==> src/rtl/pmwc_pkg.sv <==
// Package of constants and types for the power mode and wake controller
package pmwc_pkg;
    // ---------------------------------------------------------------
    // Register byte offsets
    // ---------------------------------------------------------------
    localparam logic [7:0] PMWC_OFF_MODE_REQ = 8'h00;
    localparam logic [7:0] PMWC_OFF_WAKE_CFG = 8'h04;
    localparam logic [7:0] PMWC_OFF_STATE = 8'h08;
    localparam logic [7:0] PMWC_OFF_CAUSE = 8'h0c;
    localparam logic [7:0] PMWC_OFF_IRQ_STAT = 8'h10;
    localparam logic [7:0] PMWC_OFF_IRQ_EN = 8'h14;
    localparam logic [7:0] PMWC_OFF_IRQ_CLR = 8'h18;
    localparam logic [7:0] PMWC_OFF_CLK_SEL = 8'h1c;
    localparam logic [7:0] PMWC_OFF_WAKE_TIME = 8'h20;
    // ---------------------------------------------------------------
    // Field positions and reset values
    // ---------------------------------------------------------------
    localparam int PMWC_REQ_GO_BIT = 3;
    localparam int PMWC_CFG_TMR_EN_BIT = 0;
    localparam int PMWC_CFG_PIN_EN_BIT = 1;
    localparam int PMWC_IRQ_WAKE_BIT = 0;
    localparam int PMWC_IRQ_ENTER_BIT = 1;
    localparam int PMWC_IRQ_CLKSW_BIT = 2;
    localparam logic [1:0] PMWC_CFG_RST = 2'h3;
    localparam logic [1:0] PMWC_CLK_SEL_RST = 2'h0;
    localparam logic [31:0] PMWC_WAKE_TIME_RST = 32'h0000_0020;
    // Idle bus clock runs at one pulse in this many cycles
    localparam logic [3:0] PMWC_IDLE_DIV = 4'h4;

    // ---------------------------------------------------------------
    // Types
    // ---------------------------------------------------------------
    typedef enum logic [2:0] {
        PMWC_MODE_ACTIVE = 3'h0,
        PMWC_MODE_IDLE = 3'h1,
        PMWC_MODE_SLEEP = 3'h2,
        PMWC_MODE_PDS = 3'h3,
        PMWC_MODE_EXTENDED_POWER_DOWN_SLEEP = 3'h4,
        PMWC_MODE_OFF = 3'h5
    } pmwc_mode_t;

    typedef enum logic [1:0] {
        PMWC_SRC_LP_OSC = 2'h0,
        PMWC_SRC_HA_OSC = 2'h1,
        PMWC_SRC_EXT = 2'h2
    } pmwc_src_t;

    typedef enum logic [1:0] {
        PMWC_CAUSE_NONE = 2'h0,
        PMWC_CAUSE_TIMER = 2'h1,
        PMWC_CAUSE_PIN = 2'h2
    } pmwc_cause_t;
endpackage

==> src/rtl/pmwc_clk_mux.sv <==
// Glitch-free switch between three slow clock source levels
`timescale 1ns/1ns
`default_nettype none
module pmwc_clk_mux
    import pmwc_pkg::*;
(
    input wire logic i_clk,
    input wire logic i_rst_n,
    input wire logic [2:0] i_src,
    input wire logic [1:0] i_sel,
    output logic o_clk,
    output logic [1:0] o_active,
    output logic o_switched
);
    logic [1:0] cur_q;
    logic [1:0] pend_q;
    logic wait_q;
    logic prev_q;

    // ---------------------------------------------------------------
    // Change source only when both old and new levels are low
    // ---------------------------------------------------------------
    always_ff @(posedge i_clk or negedge i_rst_n) begin
        if (!i_rst_n) begin
            cur_q <= PMWC_CLK_SEL_RST;
            pend_q <= PMWC_CLK_SEL_RST;
            wait_q <= 1'b0;
            o_switched <= 1'b0;
        end else begin
            o_switched <= 1'b0;
            if (!wait_q && i_sel != cur_q && i_sel <= 2'h2) begin
                pend_q <= i_sel;
                wait_q <= 1'b1;
            end else if (wait_q && !i_src[cur_q] && !i_src[pend_q] && !prev_q) begin
                cur_q <= pend_q;
                wait_q <= 1'b0;
                o_switched <= 1'b1;
            end
        end
    end

    always_ff @(posedge i_clk or negedge i_rst_n) begin
        if (!i_rst_n) begin
            prev_q <= 1'b0;
            o_clk <= 1'b0;
        end else begin
            prev_q <= i_src[cur_q];
            o_clk <= wait_q ? (i_src[cur_q] & prev_q) : i_src[cur_q];
        end
    end

    assign o_active = cur_q;
endmodule
`default_nettype wire

==> src/rtl/pmwc_top.sv <==
// Power mode sequencer, wake control and slow clock selection
`timescale 1ns/1ns
`default_nettype none
module pmwc_top
    import pmwc_pkg::*;
#(
    parameter int WAKE_W = 32
) (
    input wire logic i_clk,
    input wire logic i_rst_n,
    input wire logic i_psel,
    input wire logic i_penable,
    input wire logic i_pwrite,
    input wire logic [7:0] i_paddr,
    input wire logic [31:0] i_pwdata,
    output logic [31:0] o_prdata,
    output logic o_pready,
    output logic o_pslverr,
    input wire logic i_wake_pin,
    input wire logic i_low_power_internal_osc,
    input wire logic i_high_accuracy_internal_osc,
    input wire logic i_external_slow_crystal,
    input wire logic i_periph_busy,
    output logic o_cpu_run,
    output logic o_periph_en,
    output logic o_bus_clk_en,
    output logic o_periph_clk_en,
    output logic o_low_freq_clock,
    output logic o_reg_low_volt,
    output logic o_core_pwr,
    output logic o_retain_pwr,
    output logic o_ram_pwr,
    output logic o_radio_pwr,
    output logic o_reg_pwr,
    output logic o_osc_en,
    output logic o_rtc_en,
    output logic o_fw_init,
    output logic o_irq
);
    pmwc_mode_t mode_q;
    logic [1:0] cfg_q;
    logic [1:0] clk_sel_q;
    logic [WAKE_W-1:0] wake_time_q;
    logic [WAKE_W-1:0] cnt_q;
    logic [2:0] irq_stat_q;
    logic [2:0] irq_en_q;
    pmwc_cause_t cause_q;
    logic from_off_q;
    logic pin_q;
    logic [3:0] div_q;
    logic slow_tick_q;
    logic [1:0] src_active;
    logic mux_clk;
    logic sw_evt;
    logic wr_en;
    logic rd_en;
    logic sleeping;
    logic tmr_hit;
    logic pin_hit;
    logic wake;
    logic req_go;
    logic [2:0] irq_set;
    logic [2:0] irq_clr;

    assign wr_en = i_psel && i_penable && i_pwrite;
    assign rd_en = i_psel && i_penable && !i_pwrite;
    assign sleeping = mode_q inside {PMWC_MODE_SLEEP, PMWC_MODE_PDS, PMWC_MODE_EXTENDED_POWER_DOWN_SLEEP,
                                     PMWC_MODE_OFF};
    assign tmr_hit = sleeping && cfg_q[PMWC_CFG_TMR_EN_BIT] && cnt_q >= wake_time_q;
    assign pin_hit = sleeping && cfg_q[PMWC_CFG_PIN_EN_BIT] && i_wake_pin && !pin_q;
    assign wake = tmr_hit || pin_hit;
    assign req_go = wr_en && i_paddr == PMWC_OFF_MODE_REQ && i_pwdata[PMWC_REQ_GO_BIT];

    // ---------------------------------------------------------------
    // Slow clock source selection
    // ---------------------------------------------------------------
    pmwc_clk_mux u_mux (
        .i_clk(i_clk),
        .i_rst_n(i_rst_n),
        .i_src({i_external_slow_crystal, i_high_accuracy_internal_osc,
                i_low_power_internal_osc}),
        .i_sel(clk_sel_q),
        .o_clk(mux_clk),
        .o_active(src_active),
        .o_switched(sw_evt)
    );

    // ---------------------------------------------------------------
    // Mode sequencer
    // ---------------------------------------------------------------
    always_ff @(posedge i_clk or negedge i_rst_n) begin
        if (!i_rst_n) begin
            mode_q <= PMWC_MODE_ACTIVE;
        end else if (wake) begin
            mode_q <= PMWC_MODE_ACTIVE;
        end else if (req_go && !sleeping) begin
            // Only firmware starts a low power entry
            unique case (i_pwdata[2:0])
                3'h0: mode_q <= PMWC_MODE_ACTIVE;
                3'h1: mode_q <= PMWC_MODE_IDLE;
                3'h2: mode_q <= PMWC_MODE_SLEEP;
                3'h3: mode_q <= PMWC_MODE_PDS;
                3'h4: mode_q <= PMWC_MODE_EXTENDED_POWER_DOWN_SLEEP;
                3'h5: mode_q <= PMWC_MODE_OFF;
                default: mode_q <= mode_q;
            endcase
        end
    end

    // ---------------------------------------------------------------
    // Wake timer and pin edge
    // ---------------------------------------------------------------
    always_ff @(posedge i_clk or negedge i_rst_n) begin
        if (!i_rst_n) begin
            cnt_q <= '0;
            pin_q <= 1'b0;
        end else begin
            pin_q <= i_wake_pin;
            if (!sleeping || wake) begin
                cnt_q <= '0;
            end else if (cnt_q != wake_time_q) begin
                cnt_q <= cnt_q + 1'b1;
            end
        end
    end

    // ---------------------------------------------------------------
    // Wake cause record, kept outside the core domain
    // ---------------------------------------------------------------
    always_ff @(posedge i_clk or negedge i_rst_n) begin
        if (!i_rst_n) begin
            cause_q <= PMWC_CAUSE_NONE;
            from_off_q <= 1'b0;
        end else if (wake) begin
            cause_q <= tmr_hit ? PMWC_CAUSE_TIMER : PMWC_CAUSE_PIN;
            from_off_q <= mode_q == PMWC_MODE_OFF;
        end else if (wr_en && i_paddr == PMWC_OFF_CAUSE) begin
            cause_q <= PMWC_CAUSE_NONE;
            from_off_q <= 1'b0;
        end
    end

    // ---------------------------------------------------------------
    // Idle bus clock divider
    // ---------------------------------------------------------------
    always_ff @(posedge i_clk or negedge i_rst_n) begin
        if (!i_rst_n) begin
            div_q <= '0;
            slow_tick_q <= 1'b0;
        end else begin
            slow_tick_q <= div_q == PMWC_IDLE_DIV - 4'h1;
            div_q <= (div_q == PMWC_IDLE_DIV - 4'h1) ? 4'h0 : div_q + 4'h1;
        end
    end

    // ---------------------------------------------------------------
    // Power and clock outputs
    // ---------------------------------------------------------------
    always_ff @(posedge i_clk or negedge i_rst_n) begin
        if (!i_rst_n) begin
            o_cpu_run <= 1'b1;
            o_periph_en <= 1'b1;
            o_bus_clk_en <= 1'b1;
            o_periph_clk_en <= 1'b1;
            o_reg_low_volt <= 1'b0;
            o_core_pwr <= 1'b1;
            o_retain_pwr <= 1'b1;
            o_ram_pwr <= 1'b1;
            o_radio_pwr <= 1'b1;
            o_reg_pwr <= 1'b1;
            o_osc_en <= 1'b1;
            o_rtc_en <= 1'b1;
            o_low_freq_clock <= 1'b0;
        end else begin
            o_cpu_run <= mode_q == PMWC_MODE_ACTIVE;
            o_periph_en <= !sleeping;
            unique case (mode_q)
                PMWC_MODE_ACTIVE: o_bus_clk_en <= 1'b1;
                PMWC_MODE_IDLE: o_bus_clk_en <= slow_tick_q;
                default: o_bus_clk_en <= 1'b0;
            endcase
            o_periph_clk_en <= !sleeping ||
                               (mode_q == PMWC_MODE_SLEEP && i_periph_busy);
            o_reg_low_volt <= mode_q inside {PMWC_MODE_SLEEP, PMWC_MODE_PDS,
                                             PMWC_MODE_EXTENDED_POWER_DOWN_SLEEP};
            o_core_pwr <= !(mode_q inside {PMWC_MODE_PDS, PMWC_MODE_EXTENDED_POWER_DOWN_SLEEP,
                                           PMWC_MODE_OFF});
            o_retain_pwr <= !(mode_q inside {PMWC_MODE_EXTENDED_POWER_DOWN_SLEEP, PMWC_MODE_OFF});
            o_ram_pwr <= mode_q != PMWC_MODE_OFF;
            o_radio_pwr <= !(mode_q inside {PMWC_MODE_PDS, PMWC_MODE_EXTENDED_POWER_DOWN_SLEEP,
                                            PMWC_MODE_OFF});
            o_reg_pwr <= mode_q != PMWC_MODE_OFF;
            o_osc_en <= mode_q != PMWC_MODE_OFF;
            o_rtc_en <= mode_q != PMWC_MODE_OFF;
            o_low_freq_clock <= (mode_q != PMWC_MODE_OFF) && mux_clk;
        end
    end

    // Full firmware start after leaving deep-off
    always_ff @(posedge i_clk or negedge i_rst_n) begin
        if (!i_rst_n) begin
            o_fw_init <= 1'b0;
        end else begin
            o_fw_init <= wake && mode_q == PMWC_MODE_OFF;
        end
    end

    // ---------------------------------------------------------------
    // Configuration registers
    // ---------------------------------------------------------------
    always_ff @(posedge i_clk or negedge i_rst_n) begin
        if (!i_rst_n) begin
            cfg_q <= PMWC_CFG_RST;
            clk_sel_q <= PMWC_CLK_SEL_RST;
            wake_time_q <= WAKE_W'(PMWC_WAKE_TIME_RST);
            irq_en_q <= '0;
        end else if (wr_en) begin
            unique case (i_paddr)
                PMWC_OFF_WAKE_CFG: cfg_q <= i_pwdata[1:0];
                PMWC_OFF_CLK_SEL: clk_sel_q <= i_pwdata[1:0];
                PMWC_OFF_WAKE_TIME: wake_time_q <= i_pwdata[WAKE_W-1:0];
                PMWC_OFF_IRQ_EN: irq_en_q <= i_pwdata[2:0];
                default: ;
            endcase
        end
    end

    // ---------------------------------------------------------------
    // Interrupt status, set wins over clear
    // ---------------------------------------------------------------
    assign irq_set = {sw_evt, req_go && !sleeping, wake};
    assign irq_clr = (wr_en && i_paddr == PMWC_OFF_IRQ_CLR) ? i_pwdata[2:0] : 3'h0;

    always_ff @(posedge i_clk or negedge i_rst_n) begin
        if (!i_rst_n) begin
            irq_stat_q <= '0;
            o_irq <= 1'b0;
        end else begin
            irq_stat_q <= (irq_stat_q & ~irq_clr) | irq_set;
            o_irq <= |(((irq_stat_q & ~irq_clr) | irq_set) & irq_en_q);
        end
    end

    // ---------------------------------------------------------------
    // APB read path, zero wait states
    // ---------------------------------------------------------------
    always_ff @(posedge i_clk or negedge i_rst_n) begin
        if (!i_rst_n) begin
            o_prdata <= '0;
            o_pready <= 1'b0;
            o_pslverr <= 1'b0;
        end else begin
            o_pready <= i_psel && !i_penable;
            o_pslverr <= 1'b0;
            if (i_psel && !i_penable) begin
                o_pslverr <= !(i_paddr inside {PMWC_OFF_MODE_REQ, PMWC_OFF_WAKE_CFG,
                    PMWC_OFF_STATE, PMWC_OFF_CAUSE, PMWC_OFF_IRQ_STAT, PMWC_OFF_IRQ_EN,
                    PMWC_OFF_IRQ_CLR, PMWC_OFF_CLK_SEL, PMWC_OFF_WAKE_TIME});
                unique case (i_paddr)
                    PMWC_OFF_MODE_REQ: o_prdata <= {29'h0, mode_q};
                    PMWC_OFF_WAKE_CFG: o_prdata <= {30'h0, cfg_q};
                    PMWC_OFF_STATE: o_prdata <= {26'h0, src_active, 1'b0, mode_q};
                    PMWC_OFF_CAUSE: o_prdata <= {29'h0, from_off_q, cause_q};
                    PMWC_OFF_IRQ_STAT: o_prdata <= {29'h0, irq_stat_q};
                    PMWC_OFF_IRQ_EN: o_prdata <= {29'h0, irq_en_q};
                    PMWC_OFF_CLK_SEL: o_prdata <= {30'h0, clk_sel_q};
                    PMWC_OFF_WAKE_TIME: o_prdata <= 32'(wake_time_q);
                    default: o_prdata <= 32'h0000_0000;
                endcase
            end
        end
    end
endmodule
`default_nettype wire

==> config.mk <==
export PLATFORM = sky130hd
export DESIGN_NAME = pmwc_top
export DESIGN_NICKNAME = d
export VERILOG_FILES = /design/src/rtl/pmwc_pkg.sv /design/src/rtl/pmwc_clk_mux.sv /design/src/rtl/pmwc_top.sv
export SDC_FILE = /design/constraint.sdc
export NUM_CORES = 1
export LEC_CHECK = 0
export BUFFER_PORTS_ARGS = -buffer_cell sky130_fd_sc_hd__buf_2
export CAP_MARGIN = 20
export CORE_MARGIN = 8
export CORE_UTILIZATION = 40
export CTS_CLUSTER_SIZE = 10
export DETAILED_ROUTE_END_ITERATION = 10
export GPL_ROUTABILITY_DRIVEN = 0
export GPL_TIMING_DRIVEN = 1
export PLACE_DENSITY = 0.66
export RECOVER_POWER = 50
export SYNTH_ARGS = -nofsm -noshare
export SYNTH_HDL_FRONTEND = slang
export SYNTH_SLANG_ARGS = --single-unit
==> constraint.sdc <==
create_clock -name i_clk -period 6 [get_ports i_clk]
set_input_delay 1.2 -clock i_clk [delete_from_list [all_inputs] [get_ports i_clk]]
set_output_delay 1.2 -clock i_clk [all_outputs]
set_load 0.01 [all_outputs]
==> results of run 1 <==
-- registers in the layout (all words and copies together), names as in the netlist, 2 cells and up --
register,cells
cause_q,2
cfg_q,2
clk_sel_q,2
cnt_q,32
div_q,4
irq_en_q,3
irq_stat_q,3
mode_q,3
o_prdata,32
u_mux.o_active,2
u_mux.pend_q,2
wake_time_q,32
-- cells by family (layout without fill, tap and decap cells) --
group,count (synthesis),in the layout,synth area share (%)
and+or+nand+nor,269,269,21.1
DFF,139,139,48.1
AOI/OAI and AO/OA,89,89,9.40
buffers and inverters,75,184,4.95
adders and majority gates,39,39,6.72
muxes,39,39,5.97
xor gates and xnor gates,31,31,3.74
-- cells in the final DEF (no fill, tap or decap), types with 10 or more instances in the layout --
master	n
ha_1	39
inv_1	50
xor2_1	12
xnor2_1	19
dfstp_2	10
nor3_1	12
a21oi_1	16
dfrtp_1	129
mux2_2	34
o21ai_0	22
nor2_4	30
buf_2	61
nand3_1	44
nand2_1	95
clkbuf_16	17
nor2_1	30
nand4_1	15
clkbuf_1	41
-- stage by stage --
stage	hold slack (ps)	std cells	total power, uW
finish	444	1019	2230
global route	472	1019	2330
CTS	451	1019	2260
detailed placement	438	987	1190
global placement	431	987	1190
floorplan	428	681	1120
-- power groups by stage --
| stage | sequential, uW | combinational [uW] | clock [uW] |
|---|---|---|---|
| after detailed placement | 1020 | 176 | 0 |
| final | 1000 | 172 | 1060 |
| after CTS | 999 | 177 | 1080 |
| after floorplan | 1000 | 113 | 0 |
| after global routing | 1000 | 195 | 1130 |
| after global placement | 1020 | 173 | 0 |
-- per-layer routing --
| layer | global-route usage [%] | up-vias | wire [um] |
|---|---|---|---|
| met5 | 0 | - | 0 |
| met4 | 6.43 | 0 | 310 |
| met3 | 3.37 | 25 | 789 |
| met2 | 23.1 | 121 | 7590 |
| met1 | 20.2 | 2527 | 7760 |
| li1 | - | 2572 | - |
-- final timing paths --
kind                                 from                 to  slack (ps)  depth (start not counted)
max in group i_clk         wake_time_q[5]           cnt_q[1]        3060                          8
max reg2reg                wake_time_q[5]           cnt_q[1]        3060                          8
max                               i_rst_n           cfg_q[0]        2760                          2
min                           u_mux.o_clk   o_low_freq_clock         440                          1
min reg2reg                   u_mux.o_clk   o_low_freq_clock         440                          1
min in group asynchronous         i_rst_n  u_mux.o_active[0]        1570                          1
-- cell type report --
| type | instances | area (um2) |
|---|---|---|
| Inverter | 50 | 188 |
| Sequential cell | 139 | 3490 |
| Tap cell | 229 | 287 |
| Multi-Input combinational cell | 467 | 3410 |
| Clock inverter | 7 | 113 |
| Timing Repair Buffer | 102 | 475 |
| Clock buffer | 25 | 485 |
| Fill cell | 1658 | 9460 |
==> reports/summary.txt, run 1 <==
Outcome - complete, but fails checks
Failing checks - capacitance limit, slew limit
Peak VDD IR - 0.000180 V
Die Area - 0.0227 mm2
Achievable Freq - 309 MHz
Setup crit start kind - input pin
Fraction of registers with async set/reset - 100%
First-pass GRT wire length - 26800 um
Pre-CTS setup slack - 2900 ps
P_int - 1720 uW
WL final - 16400 um
Worst setup margin - 2760 ps
Unrepaired setup endpoints after global routing - no
Hold WC Path Type - register to register
Worst path max stage delay - 1770 ps
Mean routed wirelength per cell - 16.1 um
Worst Max-Slew Pin Slew - 2580 ps
Hold Vio Cnt, Final - 0
DR pass1 iterations - 7
Ports - 99
Antenna Cells - 0
Vias in the first global route - 5233
Post-synthesis register bit count - 139
Sequential share of power - 44.8%
H-tree Lvls - 4
Clk slew on worst S/H paths - 60 ps
Final net count - 866
Crit-path slowest cell - clkbuf_2
Chip width - 151 um
Sw Share - 22.9%
Post-cts resize count - 0
Post-synthesis sequential area ratio - 48.1%
EDFF count, synth - 0
Core area - 0.0179 mm2
CTS max path bufs - 2
Number of CTS-inserted buffers - 17
CTS tree - built
Area delta synth->final - 16.4%
Fin. max-slew vios - 105
Synth warnings - 0
Largest net degree at the start of global routing - 105
PD cells - 264 mW/mm2
WP buf/inv - 2
Post-synthesis cell area - 0.00726 mm2
Most used DFF post-synth - dfrtp_1
Setup TNS - 0 ps
Req. time, crit path - 6510 ps
Clock Latency Late Sink - 420 ps
CP Capture Type - async pin
Tot GR Track Use - 15.1%
Mapped Avg Cell Area - 10.7 um2
LEAKAGE - 0.00383 uW
Max_slew headroom - -71.9%
Share of post-route cells with drive strength above 1 - 23.5%
Setup Viol. Count Final - 0
Initial antenna violation count - 0
Clock skew - 7.12 ps
Count leader, synth - dfrtp_1
Area share of the largest cell type after synthesis - 44.5%
DP HPWL - 12000 um
Fin util - 47.2%
Port bufs - 98
Commonest cells in the netlist - dfrtp_1 (129), nand2_1 (95), inv_1 (49)
P_sw - 510 uW
DRT antenna net count - 0
Syn Inst Count - 681
Num rows - 49
Post-CTS Hold Buffers - 0
CP max FO - 104
Overflow after GRT - 0
CP cell instances - clkbuf_2 -> buf_4
Avg Vias per Cell - 5.15
Max-cap violation count - 1
Setup Buffers After CTS - 0
Synth area leader - dfrtp_1
DRC viols - 0
Initial Util - 40.5%
Clk network pwr share - 47.4%
Post-synthesis net count - 770
Top post-synthesis cells by area - dfrtp_1 (44%), ha_1 (6.7%), mux2_2 (5.3%)
CTS sink count - 139
Critical path type - input pin to async pin
Placed inst area - 0.00790 mm2
Worst path top cell family by delay - buffers and inverters
Logic pwr share - 7.7%
Vias - 5245
Tcrit/Tclk final - 54.0%
Root Buffer - clkbuf_16
Synth unique cells - 67
Worst EP arrival - 3750 ps
Crit path time final - 3240 ps
1st-iter DRT viols - 381
Die height - 151 um
Final Instance Area - 0.00845 mm2
Note: power is estimated with default switching activity, not from simulation.
==> run 2, diff against run 1 <==
==> constraint.sdc (replaced) <==
create_clock -name i_clk -period 3.2 [get_ports i_clk]
set_input_delay 0.64 -clock i_clk [delete_from_list [all_inputs] [get_ports i_clk]]
set_output_delay 0.64 -clock i_clk [all_outputs]
set_load 0.01 [all_outputs]
==> run 2 against run 1 <==
Net effect: the flow still finishes with violations (capacitance limit, slew limit); via count up 1.3%; core utilization rose by 0.58 points; sequential power grew 88%; register-to-register slack worse by 2700 ps; final area up 1.2%; worst hold slack got worse by 47 ps; largest power group unchanged; highest routed layer unchanged.
==> reports/summary.txt, run 2 (synthesis gave the netlist of run 1 again) <==
Biggest registers after layout - cnt_q (32), o_prdata (32), wake_time_q (32)
Vias - 5314 (+1.3%)
Die height - 151 um (unchanged)
Number of CTS-inserted buffers - 17 (unchanged)
Area of the multi-input gates - 0.00341 mm2 (unchanged)
Max-cap violation count - 1 (unchanged)
Worst path max stage delay - 810 ps (-960 ps)
Initial antenna violation count - 0 (unchanged)
Critical path type - register to register
Area delta synth->final - 17.8%
CP Capture Type - register
H-tree Lvls - 4 (unchanged)
Hold path cells - 1 (unchanged)
Hold_ws - 397 ps (-47.2 ps)
CTS sink count - 139 (unchanged)
Num rows - 49 (unchanged)
Ports - 99 (unchanged)
Max_slew headroom - -65.0% (+6.8 points)
DRC viols - 0 (unchanged)
Outcome - complete, but fails checks
Failing checks - capacitance limit, slew limit
Worst Max-Slew Pin Slew - 2480 ps (-103 ps)
Worst path top cell family by delay - compound AO/OA/AOI/OAI gates
Setup Viol. Count Final - 0 (unchanged)
Post-cts resize count - 0 (unchanged)
Worst EP arrival - 3200 ps (-550 ps)
Overflow after GRT - 0 (unchanged)
Fillers - 1642 (-0.97%)
CP max FO - 32 (-69%)
Port bufs - 98 (unchanged)
Peak VDD IR - 0.000347 V (+93%)
Fin. max-slew vios - 54 (-49%)
Largest net degree at the start of global routing - 61 (-42%)
Clock skew - 9.17 ps (+2.05 ps)
Clock Latency Late Sink - 430 ps (about the same)
First-pass GRT wire length - 28300 um (+5.6%)
Setup Buffers After CTS - 0 (unchanged)
Vias in the first global route - 5379 (+2.8%)
Die Area - 0.0227 mm2 (unchanged)
Placed inst area - 0.00793 mm2 (+0.35%)
Hold WC Path Type - input pin to register
Tot GR Track Use - 15.9% (+0.87 points)
Post-CTS Hold Buffers - 0 (unchanged)
Tcrit/Tclk final - 89.3%
CTS max path bufs - 2 (unchanged)
Sequential Area - 0.00349 mm2 (unchanged)
Root Buffer - clkbuf_16
Reg2reg path depth - 8 (unchanged)
Req. time, crit path - 3540 ps (-2970 ps)
Crit path time final - 2860 ps
Unrepaired setup endpoints after global routing - no
Commonest non-fill, non-tap cell in the layout - dfrtp_1
Setup TNS - 0 ps (unchanged)
Chip width - 151 um (unchanged)
WP depth - 8 (+6)
Antenna Cells - 0 (unchanged)
Initial Util - 40.5% (unchanged)
CP cell instances - inv_1 -> ha_1 -> a21oi_1 -> o21ai_1 -> a311oi_1 -> a311oi_2 -> a2111o_4 -> a21oi_1
CTS tree - built
DRT antenna net count - 0 (unchanged)
Share of post-route cells with drive strength above 1 - 28.4% (+4.9 points)
Hold Vio Cnt, Final - 0 (unchanged)
Achievable Freq - 350 MHz
Clk slew on worst S/H paths - 60 ps (about the same)
DP HPWL - 12300 um (+3.0%)
Setup crit start kind - register
WP buf/inv - 1 (-1)
Final Instance Area - 0.00855 mm2 (+1.2%)
LEAKAGE - 0.00400 uW (+4.5%)
WL final - 17200 um (+4.3%)
DR pass1 iterations - 5 (-2)
PD cells - 502 mW/mm2 (+90%)
Mean routed wirelength per cell - 16.8 um (+4.1%)
Avg Vias per Cell - 5.20 (+1.1%)
Total chip power - 4290 uW (+92%)
Core area - 0.0179 mm2 (unchanged)
Final net count - 868 (+0.23%)
Most used cell, CP - a21oi_1
1st-iter DRT viols - 318 (-17%)
Crit-path slowest cell - a2111o_4
Most frequent cells in the layout - dfrtp_1 (129), nand2_1 (95), buf_2 (95)
run 2: changes by cell type in the layout (fill, tap and decap cells not counted), sizes merged:
cell and change:
buf +36, bufinv +1, clkbuf -40, clkinv +2
clkinvlp +2, dlygate4sd2 +1
run 2: layout make-up:
class,instances,area share (%)
sequential,139,40.8
timing repair buffer,104,6.42
inverter,50,2.20
clock inverter,12,2.00
clock buffer,20,5.34
multi-input combinational,467,39.9
tap,229,3.35
run 2: stage by stage:
stage / cells / util, % / setup WS, ps
after floorplan: 681 / - / 800
after global placement: 989 / 44.3 / 420
after detailed placement: 989 / 44.3 / 359
after CTS: 1021 / 47.8 / 348
after global routing: 1021 / 47.8 / 154
final: 1021 / 47.8 / 343
run 2: path summary, 6_finish.rpt:
kind	start	to	slack, ps
max	wake_time_q[5]	cnt_q[1]	340
min	i_wake_pin	pin_q	400
max reg2reg	wake_time_q[5]	cnt_q[1]	340
min reg2reg	o_prdata[23]	o_prdata[23]	460
max in group asynchronous	i_rst_n	cfg_q[1]	590
min in group asynchronous	i_rst_n	u_mux.pend_q[1]	1120
run 2: where the power goes:
part / internal [uW] / total, uW / switching, uW
logic: 130 / 326 / 196
registers: 1820 / 1880 / 60.4
clock network: 1340 / 2080 / 745
total: 3290 / 4290 / 1000
run 2: worst register-to-register path: stages (launching register included):
cell	delay [ps]
dfstp_2	540
inv_1	50
ha_1	300
a21oi_1	150
o21ai_1	70
a311oi_1	400
a311oi_2	180
a2111o_4	810
a21oi_1	270
run 2: per-layer routing:
layer  global-route usage (%)  wire (um)  vias to the layer above
li1                         -          -                     2557
met1                     20.9       7680                     2612
met2                     25.4       8230                      126
met3                     4.21       1010                       19
met4                     4.85        230                        0
met5                        0          0                        -
